==> src/include/oau_pkg.sv <==
// Contract
// - Mode 000 uses the selected register as the operand; mode 001 uses its contents as the address and leaves it unchanged.
// - Mode 010 uses the register as the address, then increments the register.
// - Mode 100 decrements the register first, then uses the new value as the address.
// - Mode 110 fetches the next instruction word and adds it to the register to form the address, changing neither.
// - Mode 011 reads the word the register points at as the address, then adds two to the register, even for bytes.
// - Mode 101 subtracts two from the register, even for bytes, then reads the word there as the address.
// - Mode 111 adds the next instruction word to the register and reads the word at the sum as the address, changing neither.
// - With the program counter selected, 010 is immediate, 011 absolute and 110 relative, all through the same decode.
// - Subroutine linkage and interrupt stack moves use register six as the hardware stack pointer.
// - Register seven is the program counter and goes through the same mode decode as the others.
// - Operands may be 16-bit words or 8-bit bytes.
// - Execution time is the basic time plus the cycles spent locating operands.
// - Sequencing runs on a processor cycle of nominally 260 ns.
package oau_pkg;
   // ===========================================================
   // Timing
   localparam int CLK_PERIOD_NS = 10;
   localparam int PROC_CYCLE_NS = 260;
   localparam int TICK_CYCLES =
      (PROC_CYCLE_NS + CLK_PERIOD_NS - 1) / CLK_PERIOD_NS;
   localparam logic [4:0] TICK_LAST = 5'(TICK_CYCLES - 1);
   localparam logic [4:0] TICK_ZERO = 5'h00;
   localparam logic [4:0] TICK_ONE = 5'h01;

   // ===========================================================
   // Datapath
   localparam int WORD_W = 16;
   localparam int REG_COUNT = 8;
   localparam logic [15:0] RESET_WORD = 16'h0000;
   localparam logic [15:0] WORD_STEP = 16'h0002;
   localparam logic [15:0] BYTE_STEP = 16'h0001;
   localparam logic [2:0] SP_INDEX = 3'h6;
   localparam logic [2:0] PC_INDEX = 3'h7;
   localparam logic [7:0] CYCLE_ZERO = 8'h00;
   localparam logic [7:0] CYCLE_ONE = 8'h01;

   // ===========================================================
   // Specifier layout
   localparam int SPEC_MODE_HI = 5;
   localparam int SPEC_MODE_LO = 3;
   localparam int SPEC_REG_HI = 2;
   localparam int SPEC_REG_LO = 0;

   // ===========================================================
   // Modes
   localparam logic [2:0] MODE_REG = 3'h0;
   localparam logic [2:0] MODE_REG_DEF = 3'h1;
   localparam logic [2:0] MODE_AUTOINC = 3'h2;
   localparam logic [2:0] MODE_AUTOINC_DEF = 3'h3;
   localparam logic [2:0] MODE_AUTODEC = 3'h4;
   localparam logic [2:0] MODE_AUTODEC_DEF = 3'h5;
   localparam logic [2:0] MODE_INDEX = 3'h6;
   localparam logic [2:0] MODE_INDEX_DEF = 3'h7;

   typedef enum logic [2:0] {
      ST_IDLE, ST_DECODE, ST_MREQ, ST_MREL, ST_SUM, ST_FINISH
   } oau_state_e;

   typedef enum logic {
      FETCH_INDEX, FETCH_POINTER
   } oau_fetch_e;

   // Register steps after the address is handed out
   function automatic logic oau_post_step(input logic [2:0] mode);
      oau_post_step = (mode == MODE_AUTOINC) || (mode == MODE_AUTOINC_DEF);
   endfunction : oau_post_step

   // Register steps before the address is formed
   function automatic logic oau_pre_step(input logic [2:0] mode);
      oau_pre_step = (mode == MODE_AUTODEC) || (mode == MODE_AUTODEC_DEF);
   endfunction : oau_pre_step
endpackage : oau_pkg

==> src/include/oau_tick_if.sv <==
`timescale 1ns/1ps
// ==============================================================
// Processor cycle strobe
interface oau_tick_if;
   logic tick;
   modport timer (output tick);
   modport user (input tick);
endinterface : oau_tick_if

==> src/hdl/oau_cycle_timer.sv <==
`timescale 1ns/1ps
// ==============================================================
// Processor cycle timer
module oau_cycle_timer
   import oau_pkg::*;
(
   input wire logic clk,
   input wire logic reset_n,
   oau_tick_if.timer tickBus
);
   logic [4:0] count_ff;
   logic tick_ff;
   logic atLast;
   logic [4:0] nxt_count;

   assign atLast = (count_ff == TICK_LAST);
   assign nxt_count = atLast ? TICK_ZERO : count_ff + TICK_ONE;

   always_ff @(posedge clk or negedge reset_n)
   begin
      if (!reset_n)
      begin
         count_ff <= TICK_ZERO;
         tick_ff <= 1'b0;
      end
      else
      begin
         count_ff <= nxt_count;
         tick_ff <= atLast;
      end
   end

   assign tickBus.tick = tick_ff;
endmodule : oau_cycle_timer

==> src/hdl/oau_operand_address_unit.sv <==
`timescale 1ns/1ps
// ==============================================================
// Operand address unit
module oau_operand_address_unit
   import oau_pkg::*;
(
   input wire logic clk,
   input wire logic reset_n,
   input wire logic start,
   input wire logic [5:0] specifier,
   input wire logic byteOp,
   input wire logic [7:0] basicCycles,
   input wire logic memAck,
   input wire logic [15:0] memRdata,
   input wire logic regWrEn,
   input wire logic [2:0] regWrIdx,
   input wire logic [15:0] regWrData,
   input wire logic [2:0] regRdIdx,
   input wire logic stackPush,
   input wire logic stackPop,
   output logic busy,
   output logic done,
   output logic operandIsReg,
   output logic [2:0] operandReg,
   output logic [15:0] operandAddr,
   output logic operandByte,
   output logic [7:0] addrCycles,
   output logic [7:0] totalCycles,
   output logic memReq,
   output logic [15:0] memAddr,
   output logic [15:0] regRdData,
   output logic [15:0] stackPointer,
   output logic [15:0] programCounter
);
   // ===========================================================
   // Cycle timer
   oau_tick_if tickBus ();

   oau_cycle_timer timer (
      .clk(clk),
      .reset_n(reset_n),
      .tickBus(tickBus)
   );

   logic tick;
   assign tick = tickBus.tick;

   // ===========================================================
   // State
   oau_state_e state_ff, nxt_state;
   oau_fetch_e fetch_ff, nxt_fetch;
   logic [15:0] gpr_ff [REG_COUNT];
   logic [2:0] mode_ff;
   logic [2:0] sel_ff;
   logic byte_ff;
   logic [15:0] word_ff;
   logic [15:0] ea_ff, nxt_ea;
   logic [15:0] memAddr_ff, nxt_memAddr;
   logic memReq_ff;
   logic ackMeta_ff, ackSync_ff;
   logic [15:0] rdMeta_ff, rdSync_ff;
   logic [7:0] cycles_ff;
   logic [7:0] basic_ff;
   logic busy_ff, done_ff, isReg_ff, opByte_ff;
   logic [2:0] opReg_ff;
   logic [15:0] opAddr_ff;
   logic [7:0] addrCycles_ff, totalCycles_ff;
   logic [15:0] regRd_ff;

   // ===========================================================
   // Decode
   logic [2:0] specMode, specReg;
   logic [15:0] selVal, stepSize, sumVal;
   logic idle, accept, finishing;

   assign specMode = specifier[SPEC_MODE_HI:SPEC_MODE_LO];
   assign specReg = specifier[SPEC_REG_HI:SPEC_REG_LO];
   assign selVal = gpr_ff[sel_ff];
   assign stepSize = (byte_ff && (sel_ff < SP_INDEX) &&
                      (mode_ff == MODE_AUTOINC ||
                       mode_ff == MODE_AUTODEC))
                     ? BYTE_STEP : WORD_STEP;
   assign sumVal = word_ff + selVal;
   assign idle = (state_ff == ST_IDLE);
   assign accept = idle && start;
   assign finishing = (state_ff == ST_FINISH) && tick;

   // ===========================================================
   // Register update selection
   logic updMode, updStack, updExt, regUpd;
   logic [2:0] regUpdIdx;
   logic [15:0] regUpdVal;

   assign updMode = tick &&
      (((state_ff == ST_DECODE) &&
        (oau_pre_step(mode_ff) || mode_ff[2:1] == MODE_INDEX[2:1])) ||
       ((state_ff == ST_FINISH) && oau_post_step(mode_ff)));
   assign updStack = idle && !start && (stackPush ^ stackPop);
   assign updExt = idle && !start && !updStack && regWrEn;
   assign regUpd = updMode || updStack || updExt;
   assign regUpdIdx = updMode ?
      ((state_ff == ST_DECODE && mode_ff[2:1] == MODE_INDEX[2:1])
       ? PC_INDEX : sel_ff) :
      (updStack ? SP_INDEX : regWrIdx);
   assign regUpdVal =
      !updMode ? (updStack ? (stackPush ? gpr_ff[SP_INDEX] - WORD_STEP
                                        : gpr_ff[SP_INDEX] + WORD_STEP)
                           : regWrData) :
      (state_ff == ST_FINISH) ? selVal + stepSize :
      oau_pre_step(mode_ff) ? selVal - stepSize :
      gpr_ff[PC_INDEX] + WORD_STEP;

   // ===========================================================
   // Sequencer
   always_comb
   begin
      nxt_state = state_ff;
      nxt_fetch = fetch_ff;
      nxt_ea = ea_ff;
      nxt_memAddr = memAddr_ff;
      unique case (state_ff)
         ST_IDLE:
         begin
            if (start)
               nxt_state = ST_DECODE;
         end
         ST_DECODE:
         begin
            if (tick)
            begin
               unique case (mode_ff)
                  MODE_REG, MODE_REG_DEF, MODE_AUTOINC:
                  begin
                     nxt_ea = selVal;
                     nxt_state = ST_FINISH;
                  end
                  MODE_AUTODEC:
                  begin
                     nxt_ea = selVal - stepSize;
                     nxt_state = ST_FINISH;
                  end
                  MODE_AUTOINC_DEF:
                  begin
                     nxt_memAddr = selVal;
                     nxt_fetch = FETCH_POINTER;
                     nxt_state = ST_MREQ;
                  end
                  MODE_AUTODEC_DEF:
                  begin
                     nxt_memAddr = selVal - WORD_STEP;
                     nxt_fetch = FETCH_POINTER;
                     nxt_state = ST_MREQ;
                  end
                  MODE_INDEX, MODE_INDEX_DEF:
                  begin
                     nxt_memAddr = gpr_ff[PC_INDEX];
                     nxt_fetch = FETCH_INDEX;
                     nxt_state = ST_MREQ;
                  end
               endcase
            end
         end
         ST_MREQ:
         begin
            if (tick && ackSync_ff)
               nxt_state = ST_MREL;
         end
         ST_MREL:
         begin
            if (tick && !ackSync_ff)
            begin
               if (fetch_ff == FETCH_INDEX)
                  nxt_state = ST_SUM;
               else
               begin
                  nxt_ea = word_ff;
                  nxt_state = ST_FINISH;
               end
            end
         end
         ST_SUM:
         begin
            if (tick)
            begin
               if (mode_ff == MODE_INDEX)
               begin
                  nxt_ea = sumVal;
                  nxt_state = ST_FINISH;
               end
               else
               begin
                  nxt_memAddr = sumVal;
                  nxt_fetch = FETCH_POINTER;
                  nxt_state = ST_MREQ;
               end
            end
         end
         ST_FINISH:
         begin
            if (tick)
               nxt_state = ST_IDLE;
         end
         default:
            nxt_state = ST_IDLE;
      endcase
   end

   // ===========================================================
   // Bus synchronisers
   always_ff @(posedge clk or negedge reset_n)
   begin
      if (!reset_n)
      begin
         ackMeta_ff <= 1'b0;
         ackSync_ff <= 1'b0;
         rdMeta_ff <= RESET_WORD;
         rdSync_ff <= RESET_WORD;
      end
      else
      begin
         ackMeta_ff <= memAck;
         ackSync_ff <= ackMeta_ff;
         rdMeta_ff <= memRdata;
         rdSync_ff <= rdMeta_ff;
      end
   end

   // ===========================================================
   // Register file
   always_ff @(posedge clk or negedge reset_n)
   begin
      if (!reset_n)
      begin
         for (int i = 0; i < REG_COUNT; i++)
            gpr_ff[i] <= RESET_WORD;
      end
      else if (regUpd)
         gpr_ff[regUpdIdx] <= regUpdVal;
   end

   // ===========================================================
   // Control registers
   always_ff @(posedge clk or negedge reset_n)
   begin
      if (!reset_n)
      begin
         state_ff <= ST_IDLE;
         fetch_ff <= FETCH_INDEX;
         mode_ff <= MODE_REG;
         sel_ff <= 3'h0;
         byte_ff <= 1'b0;
         basic_ff <= CYCLE_ZERO;
         ea_ff <= RESET_WORD;
         memAddr_ff <= RESET_WORD;
         memReq_ff <= 1'b0;
         word_ff <= RESET_WORD;
         cycles_ff <= CYCLE_ZERO;
      end
      else
      begin
         state_ff <= nxt_state;
         fetch_ff <= nxt_fetch;
         ea_ff <= nxt_ea;
         memAddr_ff <= nxt_memAddr;
         memReq_ff <= (nxt_state == ST_MREQ);
         if (accept)
         begin
            mode_ff <= specMode;
            sel_ff <= specReg;
            byte_ff <= byteOp;
            basic_ff <= basicCycles;
         end
         if (state_ff == ST_MREQ && ackSync_ff)
            word_ff <= rdSync_ff;
         if (accept)
            cycles_ff <= CYCLE_ZERO;
         else if (!idle && tick)
            cycles_ff <= cycles_ff + CYCLE_ONE;
      end
   end

   // ===========================================================
   // Outputs
   always_ff @(posedge clk or negedge reset_n)
   begin
      if (!reset_n)
      begin
         busy_ff <= 1'b0;
         done_ff <= 1'b0;
         isReg_ff <= 1'b0;
         opReg_ff <= 3'h0;
         opAddr_ff <= RESET_WORD;
         opByte_ff <= 1'b0;
         addrCycles_ff <= CYCLE_ZERO;
         totalCycles_ff <= CYCLE_ZERO;
         regRd_ff <= RESET_WORD;
      end
      else
      begin
         busy_ff <= (nxt_state != ST_IDLE);
         done_ff <= finishing;
         regRd_ff <= gpr_ff[regRdIdx];
         if (finishing)
         begin
            isReg_ff <= (mode_ff == MODE_REG);
            opReg_ff <= sel_ff;
            opAddr_ff <= ea_ff;
            opByte_ff <= byte_ff;
            addrCycles_ff <= cycles_ff + CYCLE_ONE;
            totalCycles_ff <= basic_ff + cycles_ff + CYCLE_ONE;
         end
      end
   end

   assign busy = busy_ff;
   assign done = done_ff;
   assign operandIsReg = isReg_ff;
   assign operandReg = opReg_ff;
   assign operandAddr = opAddr_ff;
   assign operandByte = opByte_ff;
   assign addrCycles = addrCycles_ff;
   assign totalCycles = totalCycles_ff;
   assign memReq = memReq_ff;
   assign memAddr = memAddr_ff;
   assign regRdData = regRd_ff;
   assign stackPointer = gpr_ff[SP_INDEX];
   assign programCounter = gpr_ff[PC_INDEX];
endmodule : oau_operand_address_unit

==> config.mk <==
export PLATFORM = sky130hd
export DESIGN_NAME = oau_operand_address_unit
export DESIGN_NICKNAME = d
export VERILOG_FILES = /design/src/include/oau_pkg.sv /design/src/include/oau_tick_if.sv /design/src/hdl/oau_cycle_timer.sv /design/src/hdl/oau_operand_address_unit.sv
export SDC_FILE = /design/constraint.sdc
export NUM_CORES = 1
export LEC_CHECK = 0
export ABC_AREA = 0
export ABC_CLOCK_PERIOD_IN_PS = 11200
export BUFFER_PORTS_ARGS = -buffer_cell sky130_fd_sc_hd__buf_2
export CAP_MARGIN = 40
export CELL_PAD_IN_SITES_DETAIL_PLACEMENT = 0
export CELL_PAD_IN_SITES_GLOBAL_PLACEMENT = 1
export CORE_UTILIZATION = 35
export CTS_CLUSTER_SIZE = 28
export DETAILED_ROUTE_END_ITERATION = 7
export PLACE_DENSITY_LB_ADDON = 0.1
export SKIP_CTS_REPAIR_TIMING = 1
export SLEW_MARGIN = 10
export SYNTH_ARGS = -nofsm -noshare
export SYNTH_HDL_FRONTEND = slang
export SYNTH_SLANG_ARGS = --single-unit
==> constraint.sdc <==
create_clock -name clk -period 11.2 [get_ports clk]
set_clock_uncertainty 0.05 [all_clocks]
set_input_delay 1.68 -clock clk [delete_from_list [all_inputs] [get_ports clk]]
set_output_delay 1.68 -clock clk [all_outputs]
set_load 0.01 [all_outputs]
==> results of run 1 <==
## stage by stage
| stage | utilization [%] | setup slack [ns] | cell area (sq um) | instances |
|---|---|---|---|---|
| after detailed placement | 38.53 | 5.924 | 18480 | 2293 |
| after global placement | 38.15 | 5.838 | 18290 | 2283 |
| final | 41.09 | 6.084 | 19700 | 2360 |
| after floorplan | - | 6.665 | 17100 | 1602 |
| after global routing | 41.08 | 5.615 | 19700 | 2359 |
| after CTS | 41.08 | 6.042 | 19700 | 2359 |
## path summary, 6_finish.rpt
kind	from	to	slack (ns)	depth (start not counted)
min in group asynchronous	reset_n	operandAddr[14]$_DFFE_PN0P_	1.10	1
max in group asynchronous	reset_n	sel_ff[2]$_DFFE_PN0P_	8.59	2
worst min register to register	rdMeta_ff[12]$_DFF_PN0_	rdSync_ff[12]$_DFF_PN0_	0.30	0
worst min-delay path	rdMeta_ff[12]$_DFF_PN0_	rdSync_ff[12]$_DFF_PN0_	0.30	0
worst max-delay path	sel_ff[0]$_DFFE_PN0P_	ea_ff[14]$_DFFE_PN0P_	6.08	13
worst max register to register	sel_ff[0]$_DFFE_PN0P_	ea_ff[14]$_DFFE_PN0P_	6.08	13
## kinds of logic (layout without fill, tap and decap cells)
| logic type | after synthesis | in the layout | synth area share [%] |
|---|---|---|---|
| and+or+nand+nor | 421 | 421 | 11.70 |
| AOI/OAI and AO/OA | 345 | 345 | 12.95 |
| DFF | 299 | 299 | 43.75 |
| muxes | 236 | 236 | 18.96 |
| buffers and inverters | 171 | 313 | 4.697 |
| xor gates and xnor gates | 81 | 81 | 4.148 |
| adders and majority gates | 49 | 49 | 3.804 |
| other | 0 | 1 | 0 |
## per-layer routing
metal	track usage, %	routed length (microns)
met5	0	0
met1	33.48	26650
met4	5.962	1158
met3	2.871	2425
met2	34.35	24860
## final cells by class
cell class | count | share of cell area (%)
Timing Repair Buffer | 203 | 6.263
Inverter | 44 | 0.8384
Clock inverter | 14 | 0.6987
Antenna cell | 1 | 0.01270
Clock buffer | 52 | 5.501
Tap cell | 615 | 3.906
Multi-Input combinational cell | 1132 | 44.79
Sequential cell | 299 | 37.99
## power breakdown
group,leakage [nW],internal (W),switching [W]
clock,0.608,0.000722,0.000486
sequential,3.94,0.00110,0.0000123
combinational,4.59,0.0000838,0.000147
## cell usage in the layout (no fill, tap or decap), types with 15 or more instances in the layout
cell | netlist | final
a21oi_1 | 84 | 84
a221oi_1 | 23 | 23
a22oi_1 | 16 | 16
and2_1 | 15 | 15
and3_1 | 21 | 21
buf_2 | 3 | 163
buf_4 | 38 | 31
clkbuf_16 | 0 | 38
dfrtp_1 | 299 | 298
ha_1 | 44 | 44
inv_1 | 38 | 38
mux2_2 | 146 | 146
mux2i_1 | 34 | 34
mux4_2 | 51 | 51
nand2_1 | 129 | 129
nand3_1 | 37 | 37
nor2_1 | 108 | 108
nor2b_1 | 16 | 16
nor3_1 | 29 | 29
o21ai_0 | 103 | 103
o31ai_1 | 15 | 15
xnor2_1 | 58 | 58
xor2_1 | 23 | 23
==> reports/qor.yml, run 1 <==
yosysTopAreaCellShare_pct: 43.75
grt_max_degree: 108
top_register: "gpr_ff"
largest_reg_flops: 96
hold_path_class: "reg -> reg"
path_cells: "buf_4, mux4_2, mux2i_1, inv_1, fa_1, a21o_1, a21oi_1, o21ai_0, a2111oi_0, o31ai_1, xor2_1, a222oi_1, o21ai_0"
detail-route-antenna-nets: 0
worst_path_max_delay_cell: "a2111oi_0"
layout-drive-gt1-share_pct: 27.64
synth_cells: 1602
firstDrtPassIters: 5
synth-edff-count: 0
grt_antenna_before_repair: 5
synth_seq_cells: 299
netlist_top_cells_count: "dfrtp_1 (299), mux2_2 (146), nand2_1 (129)"
drcViolationCount: 0
cp_num_buf_inv: 2
clk_latency_ns: 0.56
status: "finished clean"
cts_buffers: 37
fillers: 4700
power_w: 0.002554
io_pins: 164
fin_crit_ns: 5.116
seq_area_sq_mm: 0.007483
fmax_ghz: 0.1954
initial_core_util_pct: 35.67
powerDensity_mw_per_mm2: 129.6
yosysMostFrequentCell: "dfrtp_1"
rsz0062_at_grt: "false"
crit_arrival_ns: 5.48
slowest_delay_ns: 0.75
die_h_microns: 223.1
yosysSeqAreaShare_pct: 43.75
synth_ff_type: "dfrtp_1"
post-route-period-util_pct: 45.68
crit_family: "compound AO/OA/AOI/OAI gates"
hold_ws_ns: 0.2951
cts.reportedPaths.clkPinSlew_ns: 0.06
worstSetupEndpointType: "flop"
synth_area_leaders: "dfrtp_1 (44%), mux2_2 (9.6%), mux4_2 (6.7%), ha_1 (3.2%), o21ai_0 (3.0%)"
dieArea_sq_mm: 0.04975
yosysTopAreaCell: "dfrtp_1"
async_flop_share_pct: 100.0
first_iter_violations: 939
synth.distinct_cells: 76
max_slew_margin_pct: 31.82
place_congestion: 0.8565
vias: 13126
grt_pass1_vias: 12968
cts_buffer_depth: 3
grt_overflow: 0
yosysWarningCount: 0
gr-usage-all-layers_pct: 22.51
finalHoldViolCount: 0
multi_input_area_sq_mm: 0.008823
syn_area_sq_mm: 0.01710
cap_violations: 0
drv_slew: 0
grt_pass1_wl_microns: 84500
worst_path_most_repeated_cell: "o21ai_0"
rows: 80
synth_area_per_cell_sq_um: 10.68
wl_microns: 55100
setup_viol: 0
cts_sinks: 299
dp_hpwl_microns: 40340
max_slew.worst_pin.slew_ns: 1.023
root_buffer: "clkbuf_16"
cts_htree_levels: 2
path_class: "reg -> reg"
syn_to_final_growth_pct: 15.18
irDropWorstVdd_v: 0.00009110
cts_tree: "yes"
crit_path_start_kind: "flop"
routed_via_density: 5.562
fp.dieW_microns: 223.1
critical_path_required_ns: 11.56
nNetsFinal: 1826
synthesis.nets: 1711
port_buffers: 163
wl_per_cell_microns: 23.35
p_leak_nw: 9.137
tns_ns: 0
cp_max_fo: 22
core_area_sq_mm: 0.04795
Power figures use the tool's default switching activity.
==> inputs of run 2 (changes only) <==
ABC_CLOCK_PERIOD_IN_PS = 4700   (was 11200)
clock period = 4.7 ns   (was 11.2 ns; I/O delays follow)
==> reports/qor.yml, run 2 (synthesis results as in run 1) <==
grt_max_degree: 101  # -6.5%
cp.depth: 11  # -2
crit_arrival_ns: 4.83  # -0.65 ns
dieArea_sq_mm: 0.04975  # unchanged
final_cell_mix: "dfrtp_1 (297), buf_2 (163), mux2_2 (146)"
post-route-period-util_pct: 93.59  # +48 points
cap_violations: 0  # unchanged
r2r_end: "gpr_ff[59]$_DFFE_PN0P_"
gr-usage-all-layers_pct: 22.91  # +0.41 points
syn_to_final_growth_pct: 17.49
cts_htree_levels: 2  # unchanged
io_pins: 164  # unchanged
place_congestion: 0.8835  # +3.2%
path_cells: "buf_4, nor2b_1, a22oi_1, nand2_1, inv_1, buf_4, nor4_1, and3_1, o31ai_1, o21ai_1, mux2_2"
setup_viol: 0  # unchanged
grt_pass1_vias: 13305  # +2.6%
slowest_delay_ns: 0.70  # -0.05 ns
port_buffers: 163  # unchanged
nNetsFinal: 1870  # +2.4%
finalHoldViolCount: 0  # unchanged
startpoint: "sel_ff[1]$_DFFE_PN0P_"
cts_buffer_depth: 3  # unchanged
path_class: "reg -> reg"
layout-drive-gt1-share_pct: 29.62  # +2.0 points
core_area_sq_mm: 0.04795  # unchanged
detail-route-antenna-nets: 0  # unchanged
crit_family: "simple AND/OR/NAND/NOR gates"
cts_buffers: 36  # -2.7%
largest_reg_flops: 96  # unchanged
grt_antenna_before_repair: 3  # -2
rows: 80  # unchanged
grt_overflow: 0  # unchanged
grt_pass1_wl_microns: 85350  # +1.0%
routed_via_density: 5.487  # -1.3%
crit_path_end: "gpr_ff[59]$_DFFE_PN0P_"
clk_latency_ns: 0.55  # about the same
worstSetupEndpointType: "flop"
initial_core_util_pct: 35.67  # unchanged
status: "finished clean"
fp.dieW_microns: 223.1  # unchanged
critical_path_required_ns: 5.13  # -6.43 ns
vias: 13175  # +0.37%
fmax_ghz: 0.2273  # +16%
cts.reportedPaths.clkPinSlew_ns: 0.05  # about the same
p_leak_nw: 9.388  # +2.7%
tns_ns: 0  # unchanged
cts_tree: "yes"
root_buffer: "clkbuf_16"
wl_per_cell_microns: 23.48  # +0.55%
max_slew.worst_pin.slew_ns: 0.8931  # -0.1296 ns
r2r_cells: 11  # -2
irDropWorstVdd_v: 0.0002402  # +160%
hold_path_class: "in -> async"
top_register: "gpr_ff"
max_slew_margin_pct: 40.46  # +8.6 points
rsz0062_at_grt: "false"
design_area_sq_mm: 0.02009  # +2.0%
firstDrtPassIters: 5  # unchanged
wl_microns: 56360  # +2.3%
worst_path_most_repeated_cell: "buf_4"
die_h_microns: 223.1  # unchanged
dp_hpwl_microns: 42060  # +4.3%
worst_path_max_delay_cell: "dfrtp_1"
cts_sinks: 299  # unchanged
fin_crit_ns: 4.399  # -0.7176 ns
crit_path_start_kind: "flop"
layout_commonest_cell: "dfrtp_1"
cp_max_fo: 15  # -32%
dpl_cell_area_sq_mm: 0.01880  # +1.8%
cp_num_buf_inv: 3  # +1
first_iter_violations: 868  # -7.6%
drv_slew: 0  # unchanged
reg2reg_slack_ns: 0.30  # -5.78 ns
r2r_start: "sel_ff[1]$_DFFE_PN0P_"
powerDensity_mw_per_mm2: 309.8  # +140%
diodes: 0  # -1
drcViolationCount: 0  # unchanged
[run 2: routing by layer]
metal	global-route usage [%]	routed length, microns	vias to the layer above
li1	-	-	6164
met1	32.18	26160	6579
met2	36.48	26020	372
met3	3.780	3053	60
met4	6.274	1136	0
met5	0	0	-
[run 2: area by class of cell]
cell class                      count  area (sq um)
Tap cell                          615         769.5
Fill cell                        4685         27850
Clock buffer                       52          1124
Inverter                           44         165.2
Clock inverter                     11         170.2
Multi-Input combinational cell   1132          8823
Sequential cell                   299          7485
Timing Repair Buffer              248          1558
[run 2: stage by stage]
step,total power [W],cells,hold slack [ns],utilization (%),setup WS (ns)
floorplan,0.003010,1602,0.2812,-,0.1650
global placement,0.003266,2331,0.2834,38.96,0.3667
detailed placement,0.003274,2338,0.2847,39.21,0.3037
CTS,0.006320,2401,0.1412,41.91,0.2647
finish,0.006226,2401,0.1010,41.91,0.3011
global route,0.006482,2401,0.1605,41.91,0.02014
[run 2: worst min-delay path by stage]
stage / to / start / slack (ns)
finish: operandAddr[7]$_DFFE_PN0P_ / reset_n / 0.10
CTS: operandAddr[7]$_DFFE_PN0P_ / reset_n / 0.14
global route: operandAddr[7]$_DFFE_PN0P_ / reset_n / 0.16
detailed placement: rdSync_ff[0]$_DFF_PN0_ / rdMeta_ff[0]$_DFF_PN0_ / 0.28
floorplan: ackSync_ff$_DFF_PN0_ / ackMeta_ff$_DFF_PN0_ / 0.28
global placement: rdSync_ff[13]$_DFF_PN0_ / rdMeta_ff[13]$_DFF_PN0_ / 0.28
[run 2: power breakdown]
group          leakage, nW  total (W)  internal, W  switching, W
combinational         4.81   0.000563     0.000218      0.000344
clock                0.644    0.00300      0.00188       0.00113
sequential            3.93    0.00266      0.00263     0.0000324
==> inputs of run 3 (changes only) <==
CORE_UTILIZATION = 43   (was 35)
TNS_END_PERCENT = 30   (was not set)
==> reports/qor.yml, run 3 (synthesis results as in run 1) <==
multi_input_area_sq_mm: 0.008825  # about the same
fin_crit_ns: 4.323  # -0.07617 ns
max_slew.worst_pin.slew_ns: 0.9302  # +0.03707 ns
detail-route-antenna-nets: 0  # unchanged
root_buffer: "clkbuf_16"
rsz0062_at_grt: "false"
core_area_sq_mm: 0.03892  # -19%
io_pins: 164  # unchanged
initial_core_util_pct: 43.95  # +8.3 points
finalWorstSetupSlack_ns: 0.3773  # +0.07617 ns
dp_hpwl_microns: 39110  # -7.0%
hold_path_class: "in -> async"
critical_path_required_ns: 5.04  # -0.09 ns
wl_microns: 52600  # -6.7%
dpl_worst_slack_ns: 0.2861  # -0.01756 ns
cts_buffers: 35  # -2.8%
path_class: "reg -> reg"
max_slew_margin_pct: 37.99  # -2.5 points
wl_per_cell_microns: 22.98  # -2.1%
dpl_cell_area_sq_mm: 0.01858  # -1.2%
diodes: 0  # unchanged
fmax_ghz: 0.2313  # +1.8%
port_buffers: 163  # unchanged
syn_to_final_growth_pct: 15.54
crit_arrival_ns: 4.66  # -0.17 ns
tns_ns: 0  # unchanged
cp_max_fo: 5  # -10
final_cell_mix: "dfrtp_1 (297), buf_2 (162), mux2_2 (146)"
grt_pass1_vias: 13109  # -1.5%
dieArea_sq_mm: 0.04058  # -18%
finalHoldViolCount: 0  # unchanged
nNetsFinal: 1855  # -0.80%
cts_buffer_depth: 3  # unchanged
p_leak_nw: 9.271  # -1.2%
design_area_sq_mm: 0.01976  # -1.7%
cts_htree_levels: 2  # unchanged
drv_slew: 0  # unchanged
layout-drive-gt1-share_pct: 28.74  # -0.88 points
post-route-period-util_pct: 91.97  # -1.6 points
crit_path_start_kind: "flop"
largest_reg_flops: 96  # unchanged
powerDensity_mw_per_mm2: 303.0  # -2.2%
gr-usage-all-layers_pct: 26.25  # +3.3 points
irDropWorstVdd_v: 0.0002808  # +17%
top_register: "gpr_ff"
power_w: 0.005987  # -3.8%
clk_latency_ns: 0.55  # about the same
grt_max_degree: 111  # +9.9%
layout_commonest_cell: "dfrtp_1"
cts_tree: "yes"
vias: 13221  # +0.35%
grt_overflow: 0  # unchanged
grt_pass1_wl_microns: 80910  # -5.2%
fillers: 3571  # -24%
first_iter_violations: 1110  # +28%
fp.dieW_microns: 201.4  # -9.7%
worstSetupEndpointType: "flop"
drcViolationCount: 0  # unchanged
firstDrtPassIters: 5  # unchanged
cts.reportedPaths.clkPinSlew_ns: 0.06  # about the same
routed_via_density: 5.776  # +5.3%
status: "finished clean"
grt_antenna_before_repair: 2  # -1
cap_violations: 0  # unchanged
setup_viol: 0  # unchanged
die_h_microns: 201.4  # -9.7%
place_congestion: 0.9061  # +2.6%
rows: 72  # -10%
cts_sinks: 299  # unchanged
final_core_util_pct: 50.77  # +8.9 points
seq_area_sq_mm: 0.007485  # unchanged
-- run 3: cell types whose count changed in the layout (fill, tap and decap cells not counted), moves of 2 or more --
cell | before | now
clkbuf_1 | 2 | 7
inv_6 | 0 | 2
buf_4 | 76 | 62
clkbuf_16 | 38 | 36
clkbuf_8 | 12 | 7
-- run 3: cell type report --
| class | instances | share of cell area [%] |
|---|---|---|
| Multi-Input combinational cell | 1132 | 44.66 |
| Timing Repair Buffer | 234 | 7.389 |
| Sequential cell | 299 | 37.88 |
| Tap cell | 518 | 3.280 |
| Clock buffer | 50 | 5.180 |
| Clock inverter | 12 | 0.7788 |
| Inverter | 44 | 0.8358 |
-- run 3: worst paths after layout --
path | start | to | slack [ns] | cells past startpoint
min in group clk | memRdata[11] | rdMeta_ff[11]$_DFF_PN0_ | 0.22 | 1
worst min-delay path | reset_n | operandAddr[5]$_DFFE_PN0P_ | 0.18 | 1
worst max-delay path | sel_ff[0]$_DFFE_PN0P_ | ea_ff[14]$_DFFE_PN0P_ | 0.38 | 13
max in group asynchronous | reset_n | sel_ff[2]$_DFFE_PN0P_ | 3.41 | 2
worst max register to register | sel_ff[0]$_DFFE_PN0P_ | ea_ff[14]$_DFFE_PN0P_ | 0.38 | 13
worst min register to register | rdMeta_ff[10]$_DFF_PN0_ | rdSync_ff[10]$_DFF_PN0_ | 0.29 | 0
-- run 3: metal layers --
metal | track usage (%) | routed length [microns] | part of all wire [%]
met1 | 37.83 | 24260 | 46
met2 | 40.15 | 24010 | 46
met3 | 4.972 | 2880 | 5.5
met4 | 7.657 | 1438 | 2.7
met5 | 0 | 9 | 0.017
-- run 3: per-stage QoR --
step,instances,hold slack (ns)
after floorplan,1602,0.2812
after global placement,2219,0.2826
after detailed placement,2226,0.2847
after CTS,2288,0.1960
after global routing,2289,0.2005
final,2289,0.1777
-- run 3: power by group --
part	total [W]	switching, W	internal [W]	leakage, nW
registers	0.00266	0.0000307	0.00263	3.93
logic	0.000540	0.000336	0.000204	4.75
clock network	0.00279	0.00110	0.00169	0.584
total	0.00599	0.00147	0.00452	9.27
-- run 3: worst max-delay path, cell delays in order (launching register included) --
cell and delay [ns]:
dfrtp_1 0.52, mux4_2 0.54, mux2i_1 0.26, inv_1 0.13
ha_1 0.24, fa_1 0.42, a21o_1 0.18, a21oi_1 0.29
o21ai_0 0.23, a2111oi_1 0.60, o31ai_1 0.18, xor2_1 0.18
a222oi_1 0.23, o21ai_0 0.11
